[src/inc/ctu_pkg.sv]
// Package with constants for the trap and interrupt mask unit.
package ctu_pkg;
    localparam logic [31:0] PSW_RESET      = 32'h0000_0020;
    localparam int          ID_BIT         = 5;
    localparam int          EP_BIT         = 6;
    localparam int          NP_BIT         = 7;
    localparam logic [31:0] SW_HANDLER_LO  = 32'h0000_0040;
    localparam logic [31:0] SW_HANDLER_HI  = 32'h0000_0050;
    localparam logic [31:0] DBG_HANDLER    = 32'h0000_0060;
    localparam logic [5:0]  ILL_OPCODE     = 6'h3F;
    localparam logic [3:0]  ILL_SUB_MIN    = 4'h7;
    localparam logic [4:0]  VEC_HI_FIRST   = 5'h10;
    localparam logic [15:0] SW_CODE_BASE   = 16'h0040;
    localparam logic [7:0]  ADDR_STATUS    = 8'h00;
    localparam logic [7:0]  ADDR_CTRL      = 8'h04;
    localparam logic [7:0]  ADDR_TRAP_PC   = 8'h08;
    localparam logic [7:0]  ADDR_TRAP_PSW  = 8'h0C;
    localparam logic [7:0]  ADDR_CAUSE     = 8'h10;
    localparam logic [7:0]  ADDR_DBG_PC    = 8'h14;
    localparam logic [7:0]  ADDR_DBG_PSW   = 8'h18;
    localparam logic [7:0]  ADDR_PSW       = 8'h1C;
    typedef enum logic [3:0] {
        OP_NONE   = 4'h0,
        OP_MASK   = 4'h1,
        OP_UNMASK = 4'h2,
        OP_IRQ_RETURN_INSTR   = 4'h3,
        OP_SYSREG_LOAD_INSTR   = 4'h4,
        OP_TRAP   = 4'h5,
        OP_DEBUG_EXCEPTION_INSTR = 4'h6,
        OP_DEBUG_EXCEPTION_RETURN_INSTR  = 4'h7,
        OP_OTHER  = 4'h8
    } ctu_op_t;
endpackage : ctu_pkg

[src/hw/ctu_top.sv]
// Trap sequencing and maskable interrupt disable logic of the CPU.
//
// Design decisions made here: the APB register port and the placing of the registers.
`timescale 1ns/10ps
// Functional notes
// RULE1: Reset loads the status word with 00000020H, interrupts masked.
// RULE2: Maskable requests acknowledged only while the disable flag is clear.
// RULE3: Mask instruction sets the disable flag, unmask clears it.
// RULE4: Return and system-register load update the flag from the new word.
// RULE5: Non-maskable requests and exceptions ignore the disable flag.
// RULE6: Acknowledging a maskable request sets the disable flag.
// RULE7: A held request is acknowledged once its flag is set and mask clears.
// RULE8: Software trap always taken; saves return PC and status word.
// RULE9: Software trap writes cause code, sets in-progress and disable flags.
// RULE10: Software trap operand is a vector 00H to 1FH.
// RULE11: Vectors 00H-0FH go to 00000040H, 10H-1FH to 00000050H.
// RULE12: Return with in-progress set restores PC and status from trap copies.
// RULE13: Every taken exception sets the in-progress flag.
// RULE14: Opcode bits 10:5 all ones, 26:23 from 7 up, bit 16 low is illegal.
// RULE15: Illegal opcode saves PC and status to debug copies, sets NP, EP, ID.
// RULE16: Illegal opcode then jumps to 00000060H.
// RULE17: Debug return restores PC and status from debug copies.
// RULE18: Debug copies are reachable only between the trap and its return.
// RULE19: Debug trap instruction behaves like the illegal-opcode trap.
// RULE20: Software should avoid the illegal encoding on purpose.
// RULE21: Cause code per vector is a design parameter.
module ctu_top #(
    parameter logic [15:0] CODE_BASE = ctu_pkg::SW_CODE_BASE
) (
    input  wire logic                clk,
    input  wire logic                rst_b,
    input  wire logic                exec_valid,
    input  wire ctu_pkg::ctu_op_t    exec_op,
    input  wire logic [31:0]         exec_instr,
    input  wire logic [31:0]         exec_next_pc,
    input  wire logic [31:0]         exec_psw_wdata,
    input  wire logic [4:0]          exec_vector,
    input  wire logic                irq_req,
    input  wire logic                irq_src_flag,
    input  wire logic [31:0]         irq_handler,
    input  wire logic                nmi_req,
    input  wire logic [31:0]         nmi_handler,
    output logic                     irq_ack,
    output logic                     nmi_ack,
    output logic                     redirect,
    output logic [31:0]              redirect_pc,
    output logic [31:0]              program_status_word,
    input  wire logic                psel,
    input  wire logic                penable,
    input  wire logic                pwrite,
    input  wire logic [7:0]          paddr,
    input  wire logic [31:0]         pwdata,
    output logic [31:0]              prdata,
    output logic                     pready,
    output logic                     pslverr
);
    typedef struct packed {
        logic [31:0] program_status_word;
        logic [31:0] trap_return_pc;
        logic [31:0] trap_return_status;
        logic [31:0] exception_cause_reg;
        logic [31:0] debug_return_pc;
        logic [31:0] debug_saved_status;
        logic        dbg_open;
        logic        redirect;
        logic [31:0] redirect_pc;
        logic        irq_ack;
        logic        nmi_ack;
        logic [31:0] prdata;
        logic        pslverr;
    } ctu_state_t;

    ctu_state_t st_ff;
    ctu_state_t nxt_st;

    function automatic logic ctu_is_illegal(input logic [31:0] ins);
        return ins[10:5] == ctu_pkg::ILL_OPCODE
            && ins[26:23] >= ctu_pkg::ILL_SUB_MIN
            && !ins[16];
    endfunction : ctu_is_illegal

    logic        illegal;
    logic        irq_take;
    logic        acc;
    logic        acc_seen_ff;
    logic        trap_take;
    logic        dbg_take;
    logic        apb_wr;
    logic        id_hw_set;

    assign illegal  = exec_valid && ctu_is_illegal(exec_instr);  // [RULE14]
    // Exceptions win over requests; a request stays pending at the source.
    assign irq_take = irq_req && irq_src_flag && !st_ff.program_status_word[ctu_pkg::ID_BIT]
                      && !nmi_req && !exec_valid;                // [RULE2] [RULE7]
    assign acc      = psel && penable;
    assign trap_take = exec_valid && !illegal && exec_op == ctu_pkg::OP_TRAP;
    assign dbg_take  = illegal || (exec_valid && exec_op == ctu_pkg::OP_DEBUG_EXCEPTION_INSTR);
    // Writes land only at the edge that ends the transfer, when pready is seen.
    assign apb_wr    = acc && acc_seen_ff && pwrite;
    // Hardware setting the mask wins over a software clear in the same cycle.
    assign id_hw_set = dbg_take || trap_take || irq_take
                       || (exec_valid && !illegal && exec_op == ctu_pkg::OP_MASK);

    always_comb begin
        nxt_st          = st_ff;
        nxt_st.redirect = 1'b0;
        nxt_st.irq_ack  = 1'b0;
        nxt_st.nmi_ack  = 1'b0;
        if (dbg_take) begin
            nxt_st.debug_return_pc  = exec_next_pc;                         // [RULE15] [RULE19]
            nxt_st.debug_saved_status = st_ff.program_status_word;
            nxt_st.program_status_word[ctu_pkg::NP_BIT] = 1'b1;
            nxt_st.program_status_word[ctu_pkg::EP_BIT] = 1'b1;                  // [RULE13]
            nxt_st.program_status_word[ctu_pkg::ID_BIT] = 1'b1;
            nxt_st.dbg_open    = 1'b1;                           // [RULE18]
            nxt_st.redirect    = 1'b1;
            nxt_st.redirect_pc = ctu_pkg::DBG_HANDLER;           // [RULE16]
        end else if (exec_valid) begin
            case (exec_op)
                ctu_pkg::OP_MASK: begin
                    nxt_st.program_status_word[ctu_pkg::ID_BIT] = 1'b1;          // [RULE3]
                end
                ctu_pkg::OP_UNMASK: begin
                    nxt_st.program_status_word[ctu_pkg::ID_BIT] = 1'b0;          // [RULE3]
                end
                ctu_pkg::OP_SYSREG_LOAD_INSTR: begin
                    nxt_st.program_status_word = exec_psw_wdata;                 // [RULE4]
                end
                ctu_pkg::OP_IRQ_RETURN_INSTR: begin
                    // Without EP set the return belongs to the interrupt path.
                    if (st_ff.program_status_word[ctu_pkg::EP_BIT]) begin
                        nxt_st.program_status_word         = st_ff.trap_return_status;        // [RULE12] [RULE4]
                        nxt_st.redirect    = 1'b1;
                        nxt_st.redirect_pc = st_ff.trap_return_pc;
                    end
                end
                ctu_pkg::OP_TRAP: begin
                    nxt_st.trap_return_pc  = exec_next_pc;                 // [RULE8] [RULE5]
                    nxt_st.trap_return_status = st_ff.program_status_word;
                    nxt_st.exception_cause_reg   = {st_ff.exception_cause_reg[31:16],
                                    CODE_BASE + {11'h000, exec_vector}}; // [RULE9] [RULE21]
                    nxt_st.program_status_word[ctu_pkg::EP_BIT] = 1'b1;          // [RULE13]
                    nxt_st.program_status_word[ctu_pkg::ID_BIT] = 1'b1;
                    nxt_st.redirect    = 1'b1;
                    nxt_st.redirect_pc = (exec_vector < ctu_pkg::VEC_HI_FIRST)
                                         ? ctu_pkg::SW_HANDLER_LO
                                         : ctu_pkg::SW_HANDLER_HI; // [RULE10] [RULE11]
                end
                ctu_pkg::OP_DEBUG_EXCEPTION_RETURN_INSTR: begin
                    nxt_st.program_status_word         = st_ff.debug_saved_status;            // [RULE17]
                    nxt_st.redirect    = 1'b1;
                    nxt_st.redirect_pc = st_ff.debug_return_pc;
                    nxt_st.dbg_open    = 1'b0;                   // [RULE18]
                end
                default: begin
                end
            endcase
        end else if (nmi_req) begin
            nxt_st.nmi_ack     = 1'b1;                           // [RULE5]
            nxt_st.redirect    = 1'b1;
            nxt_st.redirect_pc = nmi_handler;
        end else if (irq_take) begin
            nxt_st.irq_ack     = 1'b1;
            nxt_st.program_status_word[ctu_pkg::ID_BIT] = 1'b1;                  // [RULE6]
            nxt_st.redirect    = 1'b1;
            nxt_st.redirect_pc = irq_handler;
        end
        // Debug copies are writable over APB only while the trap is open.
        nxt_st.pslverr = 1'b0;
        if (acc) begin
            nxt_st.prdata = 32'h0000_0000;
            case (paddr)
                ctu_pkg::ADDR_STATUS:   nxt_st.prdata = {31'h0000_0000, st_ff.dbg_open};
                ctu_pkg::ADDR_CTRL:     nxt_st.prdata = 32'h0000_0000;
                ctu_pkg::ADDR_TRAP_PC:  nxt_st.prdata = st_ff.trap_return_pc;
                ctu_pkg::ADDR_TRAP_PSW: nxt_st.prdata = st_ff.trap_return_status;
                ctu_pkg::ADDR_CAUSE:    nxt_st.prdata = st_ff.exception_cause_reg;
                ctu_pkg::ADDR_PSW:      nxt_st.prdata = st_ff.program_status_word;
                ctu_pkg::ADDR_DBG_PC: begin
                    if (st_ff.dbg_open) begin
                        nxt_st.prdata = st_ff.debug_return_pc;
                        if (apb_wr && !dbg_take) nxt_st.debug_return_pc = pwdata;
                    end else begin
                        nxt_st.pslverr = 1'b1;                   // [RULE18]
                    end
                end
                ctu_pkg::ADDR_DBG_PSW: begin
                    if (st_ff.dbg_open) begin
                        nxt_st.prdata = st_ff.debug_saved_status;
                        if (apb_wr && !dbg_take) nxt_st.debug_saved_status = pwdata;
                    end else begin
                        nxt_st.pslverr = 1'b1;                   // [RULE18]
                    end
                end
                default: nxt_st.pslverr = 1'b1;
            endcase
            // Writes to the trap copies let a handler adjust its return.
            if (apb_wr && !nxt_st.pslverr) begin
                case (paddr)
                    ctu_pkg::ADDR_CTRL: begin
                        nxt_st.program_status_word[ctu_pkg::ID_BIT] = pwdata[0] || id_hw_set; // [RULE6]
                    end
                    ctu_pkg::ADDR_TRAP_PC:  if (!trap_take) nxt_st.trap_return_pc  = pwdata;
                    ctu_pkg::ADDR_TRAP_PSW: if (!trap_take) nxt_st.trap_return_status = pwdata;
                    default: begin
                    end
                endcase
            end
        end
    end

    always_ff @(posedge clk or negedge rst_b) begin
        if (!rst_b) begin
            st_ff     <= '0;
            st_ff.program_status_word <= ctu_pkg::PSW_RESET;                     // [RULE1]
        end else begin
            st_ff <= nxt_st;
        end
    end

    assign irq_ack     = st_ff.irq_ack;
    assign nmi_ack     = st_ff.nmi_ack;
    assign redirect    = st_ff.redirect;
    assign redirect_pc = st_ff.redirect_pc;
    assign program_status_word         = st_ff.program_status_word;
    assign prdata      = st_ff.prdata;
    assign pslverr     = st_ff.pslverr;
    // One wait state: the answer is registered, so ready follows the first access cycle.
    always_ff @(posedge clk or negedge rst_b) begin
        if (!rst_b) acc_seen_ff <= 1'b0;
        else acc_seen_ff <= acc && !acc_seen_ff;
    end
    assign pready = acc_seen_ff;

    a_irq_masked: assert property ( // [RULE2]
        @(posedge clk) disable iff (!rst_b)
        irq_ack
        |-> !$past(st_ff.program_status_word[ctu_pkg::ID_BIT])
    ) else $error("Maskable request taken while masked.");

    a_irq_sets_id: assert property ( // [RULE6]
        @(posedge clk) disable iff (!rst_b)
        irq_ack
        |-> program_status_word[ctu_pkg::ID_BIT]
    ) else $error("Acknowledge left the mask clear.");

    a_irq_needs_flag: assert property ( // [RULE7]
        @(posedge clk) disable iff (!rst_b)
        irq_ack
        |-> $past(irq_req) && $past(irq_src_flag)
    ) else $error("Acknowledge without a flagged request.");

    a_held_req: assert property ( // [RULE7]
        @(posedge clk) disable iff (!rst_b)
        irq_req && irq_src_flag && !st_ff.program_status_word[ctu_pkg::ID_BIT] && !exec_valid && !nmi_req
        |=> irq_ack
    ) else $error("Pending request not taken once unmasked.");

    a_irq_target: assert property ( // [RULE2]
        @(posedge clk) disable iff (!rst_b)
        irq_ack
        |-> redirect && redirect_pc == $past(irq_handler)
    ) else $error("Maskable request went to the wrong handler.");

    a_nmi_ignores_id: assert property ( // [RULE5]
        @(posedge clk) disable iff (!rst_b)
        nmi_req && !exec_valid
        |=> nmi_ack
    ) else $error("Non-maskable request not taken.");

    a_nmi_target: assert property ( // [RULE5]
        @(posedge clk) disable iff (!rst_b)
        nmi_ack
        |-> redirect && redirect_pc == $past(nmi_handler)
    ) else $error("Non-maskable request went to the wrong handler.");

    a_mask_instr: assert property ( // [RULE3]
        @(posedge clk) disable iff (!rst_b)
        exec_valid && !illegal && exec_op == ctu_pkg::OP_MASK
        |=> program_status_word[ctu_pkg::ID_BIT]
    ) else $error("Mask instruction did not set the flag.");

    a_unmask_instr: assert property ( // [RULE3]
        @(posedge clk) disable iff (!rst_b)
        exec_valid && !illegal && exec_op == ctu_pkg::OP_UNMASK && !apb_wr
        |=> !program_status_word[ctu_pkg::ID_BIT]
    ) else $error("Unmask instruction did not clear the flag.");

    a_sysreg_load_instr_load: assert property ( // [RULE4]
        @(posedge clk) disable iff (!rst_b)
        exec_valid && !illegal && exec_op == ctu_pkg::OP_SYSREG_LOAD_INSTR && !apb_wr
        |=> program_status_word == $past(exec_psw_wdata)
    ) else $error("Loaded status word not taken.");

    a_irq_return_instr_restore: assert property ( // [RULE12]
        @(posedge clk) disable iff (!rst_b)
        exec_valid && !illegal && exec_op == ctu_pkg::OP_IRQ_RETURN_INSTR && program_status_word[ctu_pkg::EP_BIT] && !apb_wr
        |=> program_status_word == $past(st_ff.trap_return_status) && redirect && redirect_pc == $past(st_ff.trap_return_pc)
    ) else $error("Trap return did not restore.");

    a_irq_return_instr_no_ep: assert property ( // [RULE12]
        @(posedge clk) disable iff (!rst_b)
        exec_valid && !illegal && exec_op == ctu_pkg::OP_IRQ_RETURN_INSTR && !program_status_word[ctu_pkg::EP_BIT] && !apb_wr
        |=> !redirect && program_status_word == $past(program_status_word)
    ) else $error("Return outside a trap changed state.");

    a_trap_vec: assert property ( // [RULE11]
        @(posedge clk) disable iff (!rst_b)
        trap_take
        |=> redirect && redirect_pc == ($past(exec_vector[4]) ? ctu_pkg::SW_HANDLER_HI
                                                             : ctu_pkg::SW_HANDLER_LO)
    ) else $error("Software trap went to the wrong handler.");

    a_trap_flags: assert property ( // [RULE9]
        @(posedge clk) disable iff (!rst_b)
        trap_take
        |=> program_status_word[ctu_pkg::EP_BIT] && program_status_word[ctu_pkg::ID_BIT]
    ) else $error("Software trap left a flag clear.");

    a_trap_save: assert property ( // [RULE8]
        @(posedge clk) disable iff (!rst_b)
        trap_take
        |=> st_ff.trap_return_pc == $past(exec_next_pc) && st_ff.trap_return_status == $past(program_status_word)
    ) else $error("Software trap save wrong.");

    a_trap_cause: assert property ( // [RULE9]
        @(posedge clk) disable iff (!rst_b)
        trap_take
        |=> st_ff.exception_cause_reg[15:0] == CODE_BASE + 16'($past(exec_vector))
    ) else $error("Cause code wrong.");

    a_ill_entry: assert property ( // [RULE16]
        @(posedge clk) disable iff (!rst_b)
        illegal
        |=> redirect && redirect_pc == ctu_pkg::DBG_HANDLER
    ) else $error("Illegal opcode went to the wrong handler.");

    a_ill_flags: assert property ( // [RULE15]
        @(posedge clk) disable iff (!rst_b)
        dbg_take
        |=> program_status_word[ctu_pkg::NP_BIT] && program_status_word[ctu_pkg::EP_BIT] && program_status_word[ctu_pkg::ID_BIT] && st_ff.dbg_open
    ) else $error("Debug entry left a flag clear.");

    a_ill_save: assert property ( // [RULE15]
        @(posedge clk) disable iff (!rst_b)
        dbg_take
        |=> st_ff.debug_return_pc == $past(exec_next_pc) && st_ff.debug_saved_status == $past(program_status_word)
    ) else $error("Debug entry save wrong.");

    a_debug_exception_instr_entry: assert property ( // [RULE19]
        @(posedge clk) disable iff (!rst_b)
        exec_valid && exec_op == ctu_pkg::OP_DEBUG_EXCEPTION_INSTR
        |=> redirect && redirect_pc == ctu_pkg::DBG_HANDLER
    ) else $error("Debug trap went to the wrong handler.");

    a_debug_exception_return_instr_rest: assert property ( // [RULE17]
        @(posedge clk) disable iff (!rst_b)
        exec_valid && !illegal && exec_op == ctu_pkg::OP_DEBUG_EXCEPTION_RETURN_INSTR && !apb_wr
        |=> program_status_word == $past(st_ff.debug_saved_status) && redirect_pc == $past(st_ff.debug_return_pc) && !st_ff.dbg_open
    ) else $error("Debug return did not restore.");

    a_dbg_closed: assert property ( // [RULE18]
        @(posedge clk) disable iff (!rst_b)
        acc && !st_ff.dbg_open
        && (paddr == ctu_pkg::ADDR_DBG_PC || paddr == ctu_pkg::ADDR_DBG_PSW)
        |=> pslverr
    ) else $error("Debug copy reachable while closed.");

    a_dbg_no_write: assert property ( // [RULE18]
        @(posedge clk) disable iff (!rst_b)
        apb_wr && !st_ff.dbg_open && !dbg_take
        |=> st_ff.debug_return_pc == $past(st_ff.debug_return_pc) && st_ff.debug_saved_status == $past(st_ff.debug_saved_status)
    ) else $error("Debug copy written while closed.");

    a_ready_wait: assert property (
        @(posedge clk) disable iff (!rst_b)
        pready
        |-> $past(acc)
    ) else $error("Ready without an access cycle.");
endmodule : ctu_top

[config.mk]
export PLATFORM = sky130hd
export DESIGN_NAME = ctu_top
export DESIGN_NICKNAME = d
export VERILOG_FILES = /design/src/inc/ctu_pkg.sv /design/src/hw/ctu_top.sv
export SDC_FILE = /design/constraint.sdc
export NUM_CORES = 1
export LEC_CHECK = 0
export ABC_AREA = 1
export BUFFER_PORTS_ARGS = -buffer_cell sky130_fd_sc_hd__buf_4
export CAP_MARGIN = 20
export CORE_AREA = 10 10 174 298
export CTS_CLUSTER_SIZE = 25
export DETAILED_ROUTE_END_ITERATION = 8
export DIE_AREA = 0 0 184 308
export GPL_ROUTABILITY_DRIVEN = 0
export HOLD_SLACK_MARGIN = 0.06
export PLACE_DENSITY_LB_ADDON = 0.1
export REMOVE_ABC_BUFFERS = 1
export SKIP_CTS_REPAIR_TIMING = 1
export SYNTH_ARGS = -nofsm -noshare
export SYNTH_HDL_FRONTEND = slang
export SYNTH_SLANG_ARGS = --single-unit
[constraint.sdc]
create_clock -name clk -period 3.75 [get_ports clk]
set_input_delay 0.375 -clock clk [delete_from_list [all_inputs] [get_ports clk]]
set_output_delay 0.375 -clock clk [all_outputs]
set_load 0.01 [all_outputs]
**Yosys cells after proc, flatten, opt, wreduce, memory -nomap -nowiden**

Cells that the tools add are included.

- Mux-type cells: 50
- Bitwise logic cells: 1
- Equal/unequal tests: 19
- Add/sub/neg operators: 1
- Magnitude comparators: 2
- Reductions and logical operators: 46

Operator list:

| cell | number |
|---|---|
| $mux W32 | 13 |
| $mux W96 | 3 |
| $mux W64 | 4 |
| $pmux W32 S7 | 1 |
| $mux W33 | 3 |
| $pmux W33 S3 | 1 |
| $pmux W25 S3 | 1 |
| $mux W34 | 2 |
| $eq A8 B5 Y1 const B | 4 |
| $logic_and A1 B1 Y1 | 17 |
| $eq A4 B3 Y1 const B | 4 |
| $eq A8 B4 Y1 const B | 2 |
| $pmux W5 S3 | 1 |
| $mux W1 | 13 |
| $reduce_and A3 Y1 | 3 |
| $add A7 B5 Y8 const A | 1 |
| $eq A4 B2 Y1 const B | 2 |
| $eq A8 B3 Y1 const B | 1 |
| $logic_not A1 Y1 | 8 |
| $logic_not A8 Y1 | 1 |
| $reduce_bool A4 Y1 | 2 |
| $eq A6 B6 Y1 const B | 1 |
| $mux W2 | 3 |
| $reduce_or A6 Y1 | 1 |
| other kinds (20) | 27 |

- Flip-flop bits (word level): 246
- Logic and storage cells: 136
- Input port bits: 218
- Output and inout port bits: 101

**Longest topological paths before layout**

Gate-level depths: netlist of the first run.

- Depth after elaboration: 14
- Gate-level depth with buffers: 13
- Mapped depth without buffers: 11

**Least setup slack after synthesis of the first run**

No wires, ideal clock.

- Path type: input-to-reg
- Start point: input port exec_instr[6]
- End point: register st_ff (netlist bit redirect_pc[21])
- Arrival: 1.558 ns
- Library setup time: 0.118 ns
- Path slack: 2.075 ns
- Data required time: 3.632 ns
- Path buffers: 4
- Stages on the path: 11
- Path through: nand2_1 nor2_1 nand3_1 buf_2 nand2_1 nand2_1 buf_2 buf_2 buf_2 nand3_1 nand2_1

- Word-level cells in the longest chain between the ends: 7
- Elaborated cells between the ends (all ways): 10
- Classes of those cells: eq/ne: 3; mux: 1; reduce/logical: 6

Ends and longest elaborated chain:

| what | RTL line | text |
|---|---|---|
| from (decl) | ctu_top.sv:34 | `input wire logic [31:0] exec_instr,` |
| $eq A6 B6 Y1 (*) | ctu_top.sv:77 | `return ins[10:5] == ctu_pkg::ILL_OPCODE` |
| $logic_and A1 B1 Y1 (*) | ctu_top.sv:78 | `&& ins[26:23] >= ctu_pkg::ILL_SUB_MIN` |
| $logic_and A1 B1 Y1 (*) | ctu_top.sv:79 | `&& !ins[16];` |
| $logic_and A1 B1 Y1 (*) | ctu_top.sv:91 | `assign illegal = exec_valid && ctu_is_illegal(exec_instr);` |
| $logic_or A1 B1 Y1 (*) | ctu_top.sv:97 | `assign dbg_take = illegal \|\| (exec_valid && exec_op == ctu_pkg::OP_DEBUG_EXCEPTION_INSTR);` |
| $ne A5 B1 Y1 (no line) (tied with other cells) | n/a |  |
| $reduce_and A3 Y1 (no line) | n/a |  |
| to (signal assigned) | ctu_top.sv:217 | `st_ff <= nxt_st;` |
| to (decl) | ctu_top.sv:73 | `ctu_state_t st_ff;` |

Mark *: on every way between the ends. The rest lies on a longest branch, timed or not.
A chain may end at the register's enable or synchronous reset.

==> results.cfg, run 1 <==
[worst_setup_path]
startpoint = st_ff[68]$_DFFE_PN0P_
setup.worst_path.start_class = flop
crit_required_ns = 4.25
rrSetupSlack_ns = 1.13
reg2regPathDepth = 7
rr_startpoint = st_ff[68]$_DFFE_PN0P_
cp.arrival_ns = 3.12
cp-end-kind = flop
endpoint = st_ff[181]$_DFF_PN0_
r2r_end = st_ff[181]$_DFF_PN0_
crit_type = reg2reg
crit_fanout = 29

[routing]
drt-total-wl_mm = 72.5
wl_met2_mm = 35.8
avgViaCountPerCell = 5.44
drt-initial-drc-count = 1605
top_layer = met4
ant_nets = 0
wl_met3_mm = 5.67
route.detailed.drc = 0
dr.pass1.iters = 6
wl_met1_mm = 28.9
avgRoutedWirePerCell_um = 23.5
vias = 16800

[place]
place_hpwl_mm = 43.9
port_buffers = 297
placed_area_sq_mm = 0.0178

[grt]
grt_overflow = 0
grt_pass1_wl_mm = 107
grt_start_max_net_pins = 107
antenna_found_initial = 5
grt_pass1_vias = 16500
track_usage_pct = 24.8

[layout]
fin_nets = 2701
drive_above_1_share_pct = 17.1
multi_input_comb_area_sq_mm = 0.00774
final_cell_mix = nand2_1, buf_4, nand3_1
seq_area_sq_mm = 0.00591
final_common_cell = nand2_1
area_growth_syn_to_layout_pct = 19.9
final_area_sq_mm = 0.0188
fillers = 4943

[sta]
final_hold_viol_count = 0
worst_pin_slew_ns = 1.00
maxSlewViolCount = 0
fmax_mhz = 382
fin_crit_sh_pct = 69.8
finalClockSkew_ns = 0.0145
setup_viol = 0
setup_tns_ns = 0
fin_crit_ns = 2.62
slew_headroom_pct = 32.9
rsz0062_at_grt = no

[floorplanning]
initial_core_util_pct = 33.6
coreArea_sq_mm = 0.0468
io_pins = 319
die_area_sq_mm = 0.0567
die_y_um = 308
die_x_um = 184
num_rows = 105

[synthesis]
synth-edff-count = 0
ys_seq_elements = 236
synthAdderAreaFrac_pct = 0
synth_compound_area_share_pct = 11.5
synth-main-ff-cell = dfrtp_1
synth_area_leaders = dfrtp_1, nand2_1, nand3_1, o21ai_0, buf_4
syn_inst = 2371
synth_top_family_by_area = simple AND/OR/NAND/NOR gates
yosys.area_share.simple_pct = 36.7
synth_cell_types = 30
ys_warn_count = 0
yosysTopAreaCell = dfrtp_1
synth_mux_area_share_pct = 0
synth_area_per_cell_sq_um = 6.62
async_flop_share_pct = 100
synth.cell_area_sq_mm = 0.0157
yosysSeqAreaShare_pct = 37.6
synth-xor-area-share_pct = 0
synth_top_cell_area_share_pct = 37.5

[pwr]
power.density_cell_area_mw_per_mm2 = 437
worst_ir_drop_vdd_mv = 0.271
cellLeakagePower_nw = 9.70

[clock_network]
root_buffer = clkbuf_16
htree_levels = 1
cts_made_buffers = 26
clk_latency_ns = 0.56
clk_pin_slew_ns = 0.06
cts.sinks = 236
cts_tree = yes
clk_path_buf_depth = 3

[hold_path]
holdCritStartpoint = exec_vector[4]
hold_path_depth = 3
hp-class = in2reg

[status]
status = finished clean

[job]
maxCapViolations = 0
-- logic make-up after synthesis --
kind of cell / Yosys count
AND/OR/NAND/NOR: 1346
buffers and inverters: 464
AO/OA/AOI/OAI: 325
flip-flops: 236
-- metal layers --
layer | vias up | GRT usage [%]
met2 | 783 | 43.1
met1 | 8003 | 30.3
met3 | 125 | 3.97
met5 | - | 0
li1 | 7904 | -
met4 | 0 | 8.26
-- critical path, cell delays in order (launching register included) --
cell     delay [ns]
dfrtp_4        0.69
inv_1          0.12
nand2_1        0.17
nand3_4        0.33
nor2_4         0.59
buf_4          0.46
nand2_1        0.09
nand2_1        0.09
-- per-stage QoR --
step	total power [mW]	setup slack, ns	util (%)	cells	hold slack, ns
after floorplan	4.48	-2.82	-	2099	0.0794
after global placement	5.43	0.989	38.0	3028	0.453
after detailed placement	5.48	0.971	38.0	3028	0.453
after CTS	8.26	1.17	39.9	3072	-0.105
after global routing	8.69	1.03	40.2	3090	0.0600
final	8.22	1.13	40.2	3091	0.0527
-- area by class of cell --
type	instances	area share, %
timing repair buffer	356	15.0
sequential	236	31.4
clock inverter	6	0.425
tap	588	3.91
multi-input combinational	1671	41.1
antenna	4	0.0532
inverter	192	3.84
clock buffer	38	4.29
-- state kept, by name (all words and copies together), names as in the netlist --
register and flops:
redirect_pc 32, prdata 32, irq_ack 1, st_ff 135, program_status_word 32, pslverr 1
pready 1, nmi_ack 1, redirect 1
-- synthesized netlist by cell type, types with 8 or more instances --
cell	instances
dfrtp_1	235
nand3_1	317
inv_1	183
buf_1	20
a21oi_1	8
o21ai_1	33
o21ai_0	185
buf_2	62
o22ai_1	65
clkbuf_1	86
nand4_1	106
nor2_1	84
buf_4	100
nand2_1	822
o211ai_1	31
-- how the worst min path moves through the flow --
stage / endpoint / slack [ns]
after floorplan: irq_ack$_DFF_PN0_ / 0.08
after global placement: pready$_DFF_PN0_ / 0.45
after detailed placement: st_ff[139]$_DFFE_PN0P_ / 0.45
after CTS: st_ff[218]$_DFF_PN0_ / -0.10
after global routing: st_ff[184]$_DFF_PN0_ / 0.06
final: st_ff[137]$_DFFE_PN0P_ / 0.05
-- power breakdown --
group	internal, mW	switching [mW]
Sequential	3.05	0.397
Combinational	0.795	1.22
Clock	1.61	1.15
No activity file was read; power rests on OpenSTA's default activity.
==> run 2: changes to the inputs <==
- clock period: 3.75 -> 2.2 ns (I/O delays scaled with it)
==> results.cfg, run 2 (synthesis gave the netlist of run 1 again) <==
[grt]
track_usage_pct = 25.3
grt_start_max_net_pins = 88
grt_overflow = 0
antenna_found_initial = 2
grt_pass1_vias = 17100
grt_pass1_wl_mm = 109

[worst_setup_path]
crit_required_ns = 2.64
crit_type = reg2reg
cp.arrival_ns = 2.41
setup.worst_path.start_class = flop
cp-end-kind = flop
crit_fanout = 10

[pwr]
pwr-share-seq_pct = 40.4
swShare_pct = 33.4
internal_power_mw = 9.65
clkPwrFrac_pct = 34.4
power.density_cell_area_mw_per_mm2 = 731
worst_ir_drop_vdd_mv = 0.444
p_switching_mw = 4.83
p_comb_share_pct = 25.2
cellLeakagePower_nw = 10.2

[layout]
fin_cells = 3177
fin_nets = 2786
final_cell_mix = nand2_1, buf_4, nand3_1
drive_above_1_share_pct = 18.3
top_register = st_ff
multi_input_comb_area_sq_mm = 0.00774
largest_reg_flops = 135
final_common_cell = nand2_1
area_growth_syn_to_layout_pct = 26.2
fillers = 4928
seq_area_sq_mm = 0.00591

[sta]
rsz0062_at_grt = no
setup_ws_ns = 0.226
worst_pin_slew_ns = 0.700
maxSlewViolCount = 0
fin_crit_sh_pct = 89.7
fmax_mhz = 507
slew_headroom_pct = 53.4
fin_crit_ns = 1.97
setup_viol = 0
final_hold_viol_count = 0
finalClockSkew_ns = 0.0102

[clock_network]
clk_path_buf_depth = 3
clk_latency_ns = 0.57
clk_pin_slew_ns = 0.07
cts_made_buffers = 26
root_buffer = clkbuf_16
cts.sinks = 236
htree_levels = 1
cts_tree = yes

[floorplanning]
io_pins = 319
die_y_um = 308
num_rows = 105
die_x_um = 184
initial_core_util_pct = 33.6
die_area_sq_mm = 0.0567
coreArea_sq_mm = 0.0468

[routing]
dr.pass1.iters = 8
ant_nets = 0
drt-initial-drc-count = 1648
avgViaCountPerCell = 5.42
vias = 17200
route.detailed.drc = 0
drt-total-wl_mm = 74.1
avgRoutedWirePerCell_um = 23.3

[hold_path]
hp-class = in2reg

[place]
dp_cells = 3074
pre_cts_ws_ns = 0.175
place_hpwl_mm = 48.4
port_buffers = 297

[job]
maxCapViolations = 0

[status]
status = finished clean
==> run 2: cell count changes in the layout (fill, tap and decap cells not counted), sizes merged <==
cell and change:
buf +46, dlygate4sd3 +39, bufinv +3, diode -3
clkbuf -1, clkinv +1, clkinvlp +1
==> run 2: layout make-up <==
type,instances,area share (%)
Multi-Input combinational cell,1671,39.1
Sequential cell,236,29.9
Timing Repair Buffer,441,19.0
Clock buffer,37,3.80
Tap cell,588,3.72
Inverter,192,3.65
Clock inverter,11,0.923
Antenna cell,1,0.0126
==> run 2: power by group through the flow <==
stage | sequential, mW | combinational [mW] | clock, mW
2_1_floorplan | 5.94 | 1.70 | 0
4_1_cts | 5.83 | 3.57 | 5.08
3_5_place_dp | 5.90 | 3.56 | 0
6_report | 5.85 | 3.65 | 4.98
5_1_grt | 5.94 | 4.10 | 5.23
3_3_place_gp | 5.89 | 3.49 | 0
==> run 2: final timing paths <==
check,start,end,slack (ns),cells past startpoint
max in group asynchronous,rst_b,redirect_pc[14]$_DFFE_PN0P_,1.20,3
min in group asynchronous,rst_b,redirect_pc[31]$_DFFE_PN0P_,0.18,2
hold / removal,exec_psw_wdata[19],program_status_word[19]$_DFFE_PN0P_,0.01,5
setup reg to reg,program_status_word[5]$_DFF_PN1_,redirect_pc[5]$_DFFE_PN0P_,0.23,7
setup / recovery,program_status_word[5]$_DFF_PN1_,redirect_pc[5]$_DFFE_PN0P_,0.23,7
hold reg to reg,st_ff[139]$_DFFE_PN0P_,st_ff[139]$_DFFE_PN0P_,0.48,1
==> run 2: critical path, stage by stage (launching register included) <==
cell	delay, ns
dfstp_2	0.58
inv_1	0.07
nand3_1	0.10
nor2_2	0.12
a22o_1	0.20
dlygate4sd3_1	0.56
a21oi_1	0.13
nand3_1	0.08
==> run 2: per-layer routing <==
layer / GRT usage (%) / wire, um / up-vias
met3: 4.29 / 5340 / 128
met4: 10.1 / 2470 / 0
met1: 30.3 / 29200 / 8285
met2: 44.0 / 37100 / 730
met5: 0 / 0 / -
li1: - / - / 8082
==> run 2: stage by stage <==
step	util [%]	area, sq um	setup TNS (ns)	power, mW	hold WS, ns
after global routing	42.3	19800	0	15.3	0.0611
after global placement	39.2	18300	0	9.38	0.216
after detailed placement	39.2	18300	0	9.46	0.223
after floorplan	-	14200	-678.39	7.64	-0.0756
after CTS	41.2	19300	0	14.5	-0.387
final	42.3	19800	0	14.5	0.0115
==> run 3: changes to the inputs <==
- RECOVER_POWER: default -> 25
- clock period: 2.2 -> 2.1 ns (I/O delays scaled with it)
==> results.cfg, run 3 (synthesis gave the netlist of run 1 again) <==
[status]
status = finished clean

[clock_network]
htree_levels = 1
cts.sinks = 236
root_buffer = clkbuf_16
clk_pin_slew_ns = 0.06
clk_latency_ns = 0.57
cts_tree = yes
cts_made_buffers = 26
clk_path_buf_depth = 3

[sta]
rsz0062_at_grt = no
fin_crit_sh_pct = 84.0
fin_crit_ns = 1.76
fmax_mhz = 567
maxSlewViolCount = 0
worst_pin_slew_ns = 1.27
slew_headroom_pct = 15.4
final_hold_viol_count = 0
setup_ws_ns = 0.335
finalClockSkew_ns = 0.0195
hold_ws_ns = 0.0140
setup_viol = 0

[grt]
grt_overflow = 0
track_usage_pct = 25.4
grt_pass1_wl_mm = 109
grt_start_max_net_pins = 71
antenna_found_initial = 3
grt_pass1_vias = 17200

[layout]
top_register = st_ff
drive_above_1_share_pct = 18.3
area_growth_syn_to_layout_pct = 26.1
final_cell_mix = nand2_1, buf_4, nand3_1
final_common_cell = nand2_1
final_area_sq_mm = 0.0198
fin_nets = 2802
largest_reg_flops = 135

[pwr]
worst_ir_drop_vdd_mv = 0.423
finalPower_mw = 14.7
cellLeakagePower_nw = 10.2
power.density_cell_area_mw_per_mm2 = 742

[worst_setup_path]
cp_common_cell = nand2_1
crit_buf_inv = 2
setup.worst_path.start_class = flop
crit_required_ns = 2.59
slowest_stage = dfrtp_4
cpLargestDelayFamily = simple AND/OR/NAND/NOR gates
crit_type = reg2reg
cp.arrival_ns = 2.25
cp_cell_sequence = inv_1 > nand2_1 > nand3_4 > nor2_4 > buf_4 > nand2_1 > nand2_1
cp-end-kind = flop
crit_fanout = 19
cp_slowest_stage_delay_ns = 0.62

[floorplanning]
num_rows = 105
io_pins = 319
die_x_um = 184
die_y_um = 308
coreArea_sq_mm = 0.0468
initial_core_util_pct = 33.6
die_area_sq_mm = 0.0567

[routing]
ant_nets = 0
drt-total-wl_mm = 74.2
avgViaCountPerCell = 5.47
vias = 17500
drt-initial-drc-count = 1596
avgRoutedWirePerCell_um = 23.3
route.detailed.drc = 0
dr.pass1.iters = 5

[place]
placed_area_sq_mm = 0.0184
port_buffers = 297
pre_cts_ws_ns = 0.161
place_hpwl_mm = 49.6

[hold_path]
hp-class = in2reg

[job]
maxCapViolations = 0
run 3: final cells by class:
| cell class | count | area [sq um] |
|---|---|---|
| inverter | 192 | 722 |
| tap | 588 | 736 |
| timing repair buffer | 457 | 3850 |
| multi-input combinational | 1671 | 7740 |
| clock buffer | 43 | 796 |
| clock inverter | 2 | 35.0 |
| sequential | 236 | 5910 |
| fill | 4958 | 27000 |
| antenna | 2 | 5.00 |
run 3: per-layer routing:
layer	share of wire (%)	vias to the layer above	global-route usage [%]	wire [um]
li1	-	8098	-	-
met1	40	8426	30.7	29400
met2	49	794	43.5	36500
met3	7.7	143	4.39	5710
met4	3.5	0	10.5	2600
met5	0	-	0	0
run 3: tightest hold or removal path, delay by kind of cell:
kind	cells	cell delay (ns)
and+or+nand+nor	3	0.18
AOI/OAI and AO/OA	1	0.08
buffers and inverters	1	0.08
run 3: metrics by stage:
stage / cells / TNS, ns / util, %
floorplan: 2099 / -699.36 / -
global placement: 3086 / 0 / 39.4
detailed placement: 3086 / 0 / 39.4
CTS: 3131 / 0 / 41.2
global route: 3191 / 0 / 42.3
finish: 3191 / 0 / 42.3
run 3: path summary, 6_finish.rpt:
kind | from | to | slack (ns) | cells past startpoint
setup / recovery | st_ff[68]$_DFFE_PN0P_ | st_ff[188]$_DFF_PN0_ | 0.34 | 7
setup reg to reg | st_ff[68]$_DFFE_PN0P_ | st_ff[188]$_DFF_PN0_ | 0.34 | 7
hold reg to reg | st_ff[139]$_DFFE_PN0P_ | st_ff[139]$_DFFE_PN0P_ | 0.48 | 1
min in group asynchronous | rst_b | redirect_pc[11]$_DFFE_PN0P_ | 0.18 | 2
hold / removal | nmi_handler[17] | redirect_pc[17]$_DFFE_PN0P_ | 0.01 | 5
max in group asynchronous | rst_b | st_ff[175]$_DFF_PN0_ | 0.51 | 3
run 3: where the power goes:
group / switching, mW / internal (mW)
clock network: 2.03 / 2.68
logic: 2.25 / 1.57
registers: 0.712 / 5.45
total: 4.99 / 9.70
